$ cat src/core/pcgc_pkg.sv
// Constants for the clock group control block: map, fields, resets, counts
package pcgc_pkg;

    // ****************************************************************
    // Register addresses in the I/O space
    // ****************************************************************
    localparam logic [15:0] PCGC_CSR_ADDR = 16'h1c80;
    localparam logic [15:0] PCGC_CORESEL_ADDR = 16'h1c82;
    localparam logic [15:0] PCGC_MULT_ADDR = 16'h1c88;
    localparam logic [15:0] PCGC_PRESCALE_ADDR = 16'h1c8a;
    localparam logic [15:0] PCGC_FASTDIV_ADDR = 16'h1c8c;
    localparam logic [15:0] PCGC_SLOWDIV_ADDR = 16'h1c8e;
    localparam logic [15:0] PCGC_MEMDIV_ADDR = 16'h1c90;
    localparam logic [15:0] PCGC_OSCDIV_ADDR = 16'h1c92;
    localparam logic [15:0] PCGC_WAKEUP_ADDR = 16'h1c98;
    localparam logic [15:0] PCGC_CLKOUT_ADDR = 16'h8400;
    localparam logic [15:0] PCGC_CLKMODE_ADDR = 16'h8c00;

    // ****************************************************************
    // Plain stored words: index, address and reset value
    // ****************************************************************
    localparam int PCGC_PLAIN_NUM = 8;
    localparam int PCGC_IDX_CORESEL = 0;
    localparam int PCGC_IDX_FASTDIV = 1;
    localparam int PCGC_IDX_SLOWDIV = 2;
    localparam int PCGC_IDX_MEMDIV = 3;
    localparam int PCGC_IDX_OSCDIV = 4;
    localparam int PCGC_IDX_WAKEUP = 5;
    localparam int PCGC_IDX_CLKOUT = 6;
    localparam int PCGC_IDX_CLKMODE = 7;
    localparam logic [15:0] PCGC_PLAIN_ADDR [PCGC_PLAIN_NUM] = '{
        PCGC_CORESEL_ADDR, PCGC_FASTDIV_ADDR, PCGC_SLOWDIV_ADDR,
        PCGC_MEMDIV_ADDR, PCGC_OSCDIV_ADDR, PCGC_WAKEUP_ADDR,
        PCGC_CLKOUT_ADDR, PCGC_CLKMODE_ADDR};
    localparam logic [15:0] PCGC_PLAIN_RST [PCGC_PLAIN_NUM] = '{
        16'h000b, 16'h0003, 16'h0003, 16'h0003,
        16'h0000, 16'h0000, 16'h0000, 16'h0000};

    // ****************************************************************
    // Control/status fields
    // ****************************************************************
    localparam int PCGC_CSR_STABLE_BIT = 6;
    localparam int PCGC_CSR_LOCK_BIT = 5;
    localparam int PCGC_CSR_PLLRESET_BIT = 3;
    localparam int PCGC_CSR_OSCPD_BIT = 2;
    localparam int PCGC_CSR_PLLPD_BIT = 1;
    localparam int PCGC_CSR_MODE_BIT = 0;
    localparam logic PCGC_PLLRESET_RST = 1'b1;
    localparam logic PCGC_OSCPD_RST = 1'b0;
    localparam logic PCGC_PLLPD_RST = 1'b0;
    localparam logic PCGC_MODE_RST = 1'b0;

    // ****************************************************************
    // Multiplier and prescaler fields
    // ****************************************************************
    localparam int PCGC_FIELD_W = 5;
    localparam logic [4:0] PCGC_MULT_RST = 5'h00;
    localparam logic [4:0] PCGC_MULT_MIN = 5'h02;
    localparam logic [4:0] PCGC_MULT_MAX = 5'h0f;
    localparam logic [4:0] PCGC_PRESCALE_RST = 5'h00;
    localparam int PCGC_PRESCALE_EN_BIT = 15;
    localparam logic PCGC_PRESCALE_EN_RST = 1'b1;
    localparam int PCGC_CLKMODE_SRC_BIT = 0;

    // ****************************************************************
    // Oscillator stabilisation, counted in reference clock cycles
    // ****************************************************************
    localparam int PCGC_OSC_STABLE_REF_CYCLES = 41032;
    localparam int PCGC_OSC_CNT_W = 16;

endpackage

$ cat src/core/pcgc_sync.sv
// Two flip-flop synchroniser for asynchronous level inputs
`timescale 1ns/1ps
module pcgc_sync #(
    parameter int WIDTH = 1
) (
    input wire logic clk_sys_i,
    input wire logic reset_i,
    input wire logic [WIDTH-1:0] async_i,
    output logic [WIDTH-1:0] sync_o
);

    logic [WIDTH-1:0] meta_ff;
    logic [WIDTH-1:0] sync_ff;

    // First stage feeds only the second stage
    always_ff @(posedge clk_sys_i)
    begin
        if (reset_i)
        begin
            meta_ff <= '0;
            sync_ff <= '0;
        end
        else
        begin
            meta_ff <= async_i;
            sync_ff <= meta_ff;
        end
    end

    assign sync_o = sync_ff;

endmodule

$ cat src/core/pcgc_clock_control.sv
// Clock generator control: register map, PLL control, memory clock select
//
// Behaviour
// - Select pin low: memory clock from bridge clock; high: external pin.
// - External memory clock source may cost throughput; design tolerates it.
// - Core group changes propagate into fast, slow and memory groups.
// - Clock registers reachable in I/O space at their printed addresses.
// - Stable bit 6 reads 0 while counting, 1 when done, disabled or test.
// - Lock bit 5 reads 0 while acquiring, 1 once PLL is locked.
// - PLL reset bit 3 resets to 1 and holds the PLL in reset.
// - Oscillator power-down bit 2 waits for idle with crystal, else at once.
// - PLL power-down bit 1 resets to 0; writing 1 powers PLL down.
// - Control/status bits 15:7 and 4 read zero and ignore writes.
// - Mode bit 0 resets to bypass; 1 feeds group dividers from PLL.
// - Multiplier codes 2 to 15 valid; all other codes reserved.
// - Prescaler divides by its code plus one, 1 to 32.
`timescale 1ns/1ps
module pcgc_clock_control
    import pcgc_pkg::*;
#(
    parameter int OSC_STABLE_CYCLES = PCGC_OSC_STABLE_REF_CYCLES
) (
    input wire logic clk_sys_i,
    input wire logic reset_i,
    input wire logic [15:0] io_addr_i,
    input wire logic io_wr_i,
    input wire logic io_rd_i,
    input wire logic [15:0] io_wdata_i,
    output logic [15:0] io_rdata_o,
    input wire logic memif_clock_source_pin_i,
    input wire logic memif_external_clock_pin_i,
    input wire logic bridge_clk_i,
    output logic memif_clk_o,
    output logic memif_ext_src_o,
    input wire logic pll_lock_raw_i,
    input wire logic osc_count_disable_i,
    input wire logic test_mode_i,
    input wire logic clockgen_idle_i,
    output logic pll_reset_o,
    output logic pll_powerdown_o,
    output logic osc_powerdown_o,
    output logic group_src_pll_o,
    output logic [4:0] multiplier_field_o,
    output logic multiplier_valid_o,
    output logic [3:0] multiplier_factor_o,
    output logic [4:0] prescaler_field_o,
    output logic [5:0] prescaler_divisor_o,
    output logic prescaler_enable_o,
    output logic [15:0] fast_divider_field_o,
    output logic [15:0] slow_divider_field_o,
    output logic [15:0] memif_divider_field_o,
    output logic [15:0] core_clock_source_select_o,
    output logic lock_status_o,
    output logic osc_stable_o,
    output logic lock_event_o
);

    // ****************************************************************
    // Pin synchronisers
    // ****************************************************************
    logic [3:0] pins_sync;

    // Select pin, lock, counter disable strap and test mode
    pcgc_sync #(
        .WIDTH(4)
    ) u_pin_sync (
        .clk_sys_i(clk_sys_i),
        .reset_i(reset_i),
        .async_i({test_mode_i, osc_count_disable_i, pll_lock_raw_i,
            memif_clock_source_pin_i}),
        .sync_o(pins_sync)
    );

    wire memif_sel_sync = pins_sync[0];
    wire lock_sync = pins_sync[1];
    wire cnt_disable_sync = pins_sync[2];
    wire test_sync = pins_sync[3];

    // ****************************************************************
    // Memory interface clock source
    // ****************************************************************
    // Glitch-free switching is left to the clock tree; external source
    // is asynchronous to the bridge, so the interface resynchronises
    assign memif_ext_src_o = memif_sel_sync;
    assign memif_clk_o = memif_sel_sync ? memif_external_clock_pin_i
                                        : bridge_clk_i;

    // ****************************************************************
    // Address decode
    // ****************************************************************
    wire hit_csr = (io_addr_i == PCGC_CSR_ADDR);
    wire hit_mult = (io_addr_i == PCGC_MULT_ADDR);
    wire hit_pre = (io_addr_i == PCGC_PRESCALE_ADDR);
    wire wr_csr = io_wr_i & hit_csr;
    wire wr_mult = io_wr_i & hit_mult;
    wire wr_pre = io_wr_i & hit_pre;

    // ****************************************************************
    // Control/status register
    // ****************************************************************
    logic pll_rst_ff;
    logic osc_pd_ff;
    logic pll_pd_ff;
    logic pll_mode_ff;

    // Only the four writable bits are stored
    always_ff @(posedge clk_sys_i)
    begin
        if (reset_i)
        begin
            pll_rst_ff <= PCGC_PLLRESET_RST;
            osc_pd_ff <= PCGC_OSCPD_RST;
            pll_pd_ff <= PCGC_PLLPD_RST;
            pll_mode_ff <= PCGC_MODE_RST;
        end
        else if (wr_csr)
        begin
            pll_rst_ff <= io_wdata_i[PCGC_CSR_PLLRESET_BIT];
            osc_pd_ff <= io_wdata_i[PCGC_CSR_OSCPD_BIT];
            pll_pd_ff <= io_wdata_i[PCGC_CSR_PLLPD_BIT];
            pll_mode_ff <= io_wdata_i[PCGC_CSR_MODE_BIT];
        end
    end

    assign pll_reset_o = pll_rst_ff;
    assign pll_powerdown_o = pll_pd_ff;
    assign group_src_pll_o = pll_mode_ff;

    // ****************************************************************
    // Multiplier and prescaler registers
    // ****************************************************************
    logic [4:0] mult_ff;
    logic [4:0] pre_ff;
    logic pre_en_ff;

    // Field writes; reserved bits are not stored
    always_ff @(posedge clk_sys_i)
    begin
        if (reset_i)
        begin
            mult_ff <= PCGC_MULT_RST;
            pre_ff <= PCGC_PRESCALE_RST;
            pre_en_ff <= PCGC_PRESCALE_EN_RST;
        end
        else
        begin
            if (wr_mult)
                mult_ff <= io_wdata_i[PCGC_FIELD_W-1:0];
            if (wr_pre)
            begin
                pre_ff <= io_wdata_i[PCGC_FIELD_W-1:0];
                pre_en_ff <= io_wdata_i[PCGC_PRESCALE_EN_BIT];
            end
        end
    end

    // Decoded ratios for the analog PLL
    assign multiplier_field_o = mult_ff;
    assign multiplier_valid_o = (mult_ff >= PCGC_MULT_MIN) &&
                                (mult_ff <= PCGC_MULT_MAX);
    assign multiplier_factor_o = multiplier_valid_o ? mult_ff[3:0]
                                                    : 4'h0;
    assign prescaler_field_o = pre_ff;
    assign prescaler_divisor_o = {1'b0, pre_ff} + 6'h01;
    assign prescaler_enable_o = pre_en_ff;

    // ****************************************************************
    // Plain stored words: source select, group dividers, others
    // ****************************************************************
    logic [15:0] plain_ff [PCGC_PLAIN_NUM];
    logic [PCGC_PLAIN_NUM-1:0] plain_hit;

    // One stored word per address in the table
    generate
        for (genvar g = 0; g < PCGC_PLAIN_NUM; g++)
        begin : gen_plain
            assign plain_hit[g] = (io_addr_i == PCGC_PLAIN_ADDR[g]);
            always_ff @(posedge clk_sys_i)
            begin
                if (reset_i)
                    plain_ff[g] <= PCGC_PLAIN_RST[g];
                else if (io_wr_i && plain_hit[g])
                    plain_ff[g] <= io_wdata_i;
            end
        end
    endgenerate

    // Group dividers act on whatever core clock is selected
    assign fast_divider_field_o = plain_ff[PCGC_IDX_FASTDIV];
    assign slow_divider_field_o = plain_ff[PCGC_IDX_SLOWDIV];
    assign memif_divider_field_o = plain_ff[PCGC_IDX_MEMDIV];
    assign core_clock_source_select_o = plain_ff[PCGC_IDX_CORESEL];

    // ****************************************************************
    // Oscillator power-down
    // ****************************************************************
    wire ext_clk_source = plain_ff[PCGC_IDX_CLKMODE][PCGC_CLKMODE_SRC_BIT];
    // Crystal source waits for clock generator idle
    assign osc_powerdown_o = osc_pd_ff &
                             (ext_clk_source | clockgen_idle_i);

    // ****************************************************************
    // Oscillator stabilisation counter
    // ****************************************************************
    localparam logic [PCGC_OSC_CNT_W-1:0] OSC_DONE =
        PCGC_OSC_CNT_W'(OSC_STABLE_CYCLES);
    logic [PCGC_OSC_CNT_W-1:0] osc_cnt_ff;
    wire osc_done = (osc_cnt_ff == OSC_DONE);
    wire [PCGC_OSC_CNT_W-1:0] nxt_osc_cnt =
        osc_done ? osc_cnt_ff : osc_cnt_ff + 1'b1;

    // Restarts at reset and while the oscillator is powered down
    always_ff @(posedge clk_sys_i)
    begin
        if (reset_i || osc_powerdown_o)
            osc_cnt_ff <= '0;
        else
            osc_cnt_ff <= nxt_osc_cnt;
    end

    assign osc_stable_o = osc_done | cnt_disable_sync | test_sync;

    // ****************************************************************
    // Lock status and lock event
    // ****************************************************************
    logic lock_d_ff;
    // PLL cannot be locked while held in reset or powered down
    assign lock_status_o = lock_sync & ~pll_rst_ff & ~pll_pd_ff;

    // Previous lock status for edge detection
    always_ff @(posedge clk_sys_i)
    begin
        if (reset_i)
            lock_d_ff <= 1'b0;
        else
            lock_d_ff <= lock_status_o;
    end

    assign lock_event_o = lock_status_o & ~lock_d_ff;

    // ****************************************************************
    // Read data
    // ****************************************************************
    wire [15:0] csr_rd = {9'h000, osc_stable_o, lock_status_o, 1'b0,
        pll_rst_ff, osc_pd_ff, pll_pd_ff, pll_mode_ff};
    logic [15:0] plain_rd;
    logic [15:0] rdata_ff;

    // OR of the selected plain words; unmapped reads return zero
    always_comb
    begin
        plain_rd = 16'h0000;
        for (int i = 0; i < PCGC_PLAIN_NUM; i++)
            plain_rd = plain_rd | (plain_hit[i] ? plain_ff[i] : 16'h0000);
    end

    wire [15:0] nxt_rdata = (hit_csr ? csr_rd : 16'h0000) |
        (hit_mult ? {11'h000, mult_ff} : 16'h0000) |
        (hit_pre ? {pre_en_ff, 10'h000, pre_ff} : 16'h0000) |
        plain_rd;

    // Read data registered one cycle after the strobe
    always_ff @(posedge clk_sys_i)
    begin
        if (reset_i)
            rdata_ff <= 16'h0000;
        else if (io_rd_i)
            rdata_ff <= nxt_rdata;
    end

    assign io_rdata_o = rdata_ff;
endmodule

$ cat config.mk
export PLATFORM = sky130hd
export DESIGN_NAME = pcgc_clock_control
export DESIGN_NICKNAME = d
export VERILOG_FILES = /design/src/core/pcgc_pkg.sv /design/src/core/pcgc_sync.sv /design/src/core/pcgc_clock_control.sv
export SDC_FILE = /design/constraint.sdc
export NUM_CORES = 1
export LEC_CHECK = 0
export ABC_AREA = 1
export ABC_CLOCK_PERIOD_IN_PS = 3500
export BUFFER_PORTS_ARGS = -buffer_cell sky130_fd_sc_hd__buf_4
export CAP_MARGIN = 10
export CORE_MARGIN = 2
export CORE_UTILIZATION = 40
export DETAILED_ROUTE_END_ITERATION = 16
export PLACE_DENSITY = 0.71
export RECOVER_POWER = 25
export SLEW_MARGIN = 20
export SYNTH_ARGS = -nofsm -noshare
export SYNTH_HDL_FRONTEND = slang
export SYNTH_HIERARCHICAL = 1
export SYNTH_SLANG_ARGS = --single-unit
$ cat constraint.sdc
create_clock -name clk_sys_i -period 3.5 [get_ports clk_sys_i]
set_clock_uncertainty 0.05 [all_clocks]
set_input_delay 0.875 -clock clk_sys_i [delete_from_list [all_inputs] [get_ports clk_sys_i]]
set_output_delay 0.875 -clock clk_sys_i [all_outputs]
set_load 0.005 [all_outputs]
==> summary.txt <==
Synth
  – Average size of a mapped cell: 8.94 um^2
  – Share of the synthesized area in the top cell type: 0.439
  – Count leader, synth: nor2_1
  – #FFs+latches synth: 184
  – Commonest cells post-synth: 224 x nor2_1, 157 x nand2_1, 128 x edfxtp_1
  – Synth cell types: 43
  – Ys async rst share: 0
  – Warnings from Yosys: 6
  – Post-Syn Instances: 980
  – Post-synthesis sequential area ratio: 0.567
  – Net count after synthesis: 1026
  – Most used DFF post-synth: edfxtp_1
  – Leading area contributor after synthesis: edfxtp_1
  – Syn Std Cell Area: 0.00876 mm^2
  – Area contributors post-synth: edfxtp_1 44%, dfxtp_1 13%, nor2_1 9.6%, nand2_1 6.7%, inv_1 5.1%
  – Number of flops mapped to enable cells by yosys: 128

Clock network
  – CTS tree: yes
  – Clk_lat worst skew: 0.44 ns
  – Number of buffers created by CTS: 17
  – CTS sink cnt: 184
  – H-tree Lvls: 4
  – Postcts setup bufs: 0
  – Hold_buf cts: 0
  – Post-CTS sizing: 0
  – Clock-pin slew on the worst setup and hold paths: 0.07 ns
  – Max Buffers Root-to-Sink: 2
  – Root Driver: clkbuf_16

Routing
  – Detailed-route via count: 7330
  – Routed Antenna Nets: 0
  – Via density: 5.10
  – # DRC: 0
  – 1st-pass router iterations: 5
  – Routed wire length: 25500 um
  – WL/cell: 17.8 um
  – Initial DRC count: 849

Timing
  – RSZ-0062 raised after global routing: no
  – Final period util: 0.779
  – Post-layout min period: 2.73 ns
  – Worst Max-Slew Pin Slew: 0.750 ns
  – Max Clk Rate: 367 MHz
  – Setup Viol. Count Final: 0
  – Hold Vio Cnt, Final: 0
  – Relative slew slack: 0.496
  – Final WS setup: 0.775 ns
  – Pins over their slew limit: 0
  – Final setup TNS: 0 ns
  – WHS: 0.359 ns

Critical path
  – Worst R2R Start: osc_cnt_ff[0]$_SDFFE_PP0N_
  – WP data arrival: 2.97 ns
  – Critical path peak fanout: 13
  – Crit path required time: 3.75 ns
  – Worst Reg2Reg Path Length in Cells: 8
  – Critical Path Sink Type: flip-flop
  – CP Cell Sequence: buf_4 > nor2_1 > nand2_1 > nor3_1 > nand2_2 > nor2_1 > inv_2 > nor2_1
  – Max incr delay on CP: 0.70 ns
  – Worst setup SP type: input port
  – Crit Path Category: in -> reg
  – Reg2Reg Capture Point: osc_cnt_ff[14]$_SDFFE_PP0N_
  – FF-to-FF setup slack: 1.64 ns
  – CP max stage cell: nor3_1
  – Most frequent CP cell: nor2_1

Global routing
  – GRT Residual Overflow: 0
  – GR Util All Layers: 0.220
  – Number of global-route vias before repair: 6961
  – Largest net degree at the start of global routing: 30
  – Initial antenna violation count: 0
  – First-pass GRT wire length: 38900 um

Pwr
  – Int Pwr: 3.56 mW
  – VDD IR max: 0.000295 V
  – Sw frac: 0.250
  – Clock power frac: 0.413
  – Leakage: 4.70 nW
  – PwrDens: 444 mW/mm^2
  – Combinational share of power: 0.067
  – Sequential power share: 0.520
  – Power Total: 4.75 mW
  – Switching pwr: 1.18 mW

Finish
  – P&R area growth vs syn: 22.1%
  – Reg area: 0.00496 mm^2
  – Multi-input logic area: 0.00302 mm^2
  – Non-filler instance count after layout: 1436
  – Core Util, Final: 0.493
  – Fill count: 2028
  – ANT cells: 0
  – Fin nets: 1189
  – Layout cells sized above 1: 0.215
  – Final Cell Area: 0.0107 mm^2

Hold path
  – Worst hold path type: reg -> reg
  – Hold EP: u_pin_sync/sync_o[0]$_SDFF_PP0_
  – Worst hold path depth: 2
  – Hold_sp: u_pin_sync/meta_ff[0]$_SDFF_PP0_

Run status
  – Outcome: finished clean

Placed design
  – DP Area: 0.0102 mm^2
  – RD Place Congestion: 0.954
  – Post-Place Cells: 1404
  – Setup slack at placement: 0.641 ns
  – Post-DP HPWL: 18900 um
  – I/O Buffers: 153

Floorplan
  – Die Y: 152 um
  – # rows: 54
  – Die area: 0.0231 mm^2
  – Core Box Area: 0.0217 mm^2
  – Ports: 154
  – Starting density of the core: 0.404
  – Die W: 152 um

Job
  – Max Cap Viol: 0
-- cell type report --
type / count / share of cell area
multi-input cells: 633 / 0.283
repair buffers: 172 / 0.117
inverters: 135 / 0.0476
flip-flops and latches: 184 / 0.464
clock buffers: 17 / 0.0398
well taps: 280 / 0.0328
clock inverters: 15 / 0.0161
-- logic make-up (layout without fill, tap and decap cells) --
kind of cell,count (synthesis),after routing,share of synthesized area
buf+inv,163,339,0.0810
fa+ha+maj,3,3,0.00429
mux,1,1,0.00129
simple gates,551,551,0.300
flops,184,184,0.567
xor+xnor,3,3,0.00300
compound gates,75,75,0.0440
-- worst max-delay path, delay by kind of cell --
family / cells / cell delay (ns)
buf+inv: 2 / 0.33
simple gates: 6 / 1.77
-- power groups by stage --
stage,logic (mW),clock network (mW),registers (mW)
after global routing,0.345,2.08,2.47
after floorplan,0.135,0,2.50
after global placement,0.320,0,2.51
after detailed placement,0.325,0,2.51
after CTS,0.326,1.98,2.47
final,0.318,1.96,2.47
-- metal layers --
| metal | GRT usage | wire (um) | vias to the layer above |
|---|---|---|---|
| li1 | - | - | 3502 |
| met4 | 0.0921 | 907 | 0 |
| met5 | 0 | 0 | - |
| met1 | 0.297 | 10600 | 3388 |
| met2 | 0.345 | 11800 | 382 |
| met3 | 0.0454 | 2200 | 58 |
-- how the worst max path moves through the flow --
| stage | startpoint | to | slack (ns) | cells after the start |
|---|---|---|---|---|
| CTS | osc_cnt_ff[0]$_SDFFE_PP0N_ | osc_stable_o | 0.88 | 7 |
| floorplan | io_addr_i[9] | plain_ff[1][16]$_SDFFCE_PN0P_ | 0.31 | 6 |
| detailed placement | io_addr_i[9] | plain_ff[0][58]$_SDFFCE_PN0P_ | 0.64 | 9 |
| global placement | io_addr_i[9] | plain_ff[0][61]$_SDFFCE_PN0P_ | 0.73 | 9 |
| finish | io_addr_i[4] | plain_ff[0][9]$_SDFFCE_PN0P_ | 0.77 | 8 |
| global route | io_addr_i[4] | plain_ff[0][10]$_SDFFCE_PN0P_ | 0.57 | 8 |
-- layout by cell type, fill, tap and decap left out, types with 3 or more instances in the layout --
cell type,netlist,final
nor2_1,224,228
nand2_1,157,159
edfxtp_1,128,128
inv_1,120,121
buf_4,5,100
nand3_1,81,81
clkbuf_4,0,60
dfxtp_1,56,56
a21oi_1,32,32
o21ai_0,37,30
nand4_1,22,23
clkbuf_16,0,17
nor2_4,17,14
clkbuf_1,6,12
nor3_1,10,11
nand2_2,9,8
o21ai_1,1,8
inv_2,9,8
inv_8,0,7
nor2_2,6,5
clkinv_1,4,4
xor2_1,3,3
nand3_4,3,3
nand3_2,3,3
clkinv_2,2,3
nor3_4,4,3
ha_1,3,3
inv_6,0,3
-- registers in the layout, indices dropped and copies added, names as in the netlist --
register	flops
pll_reset_o	1
lock_d_ff	1
u_pin_sync/meta_ff	4
u_pin_sync/sync_o	4
prescaler_enable_o	1
pll_powerdown_o	1
osc_cnt_ff	16
osc_pd_ff	1
group_src_pll_o	1
io_rdata_o	16
prescaler_field_o	5
multiplier_field_o	5
plain_ff	128
Power figures use the tool's default switching activity.
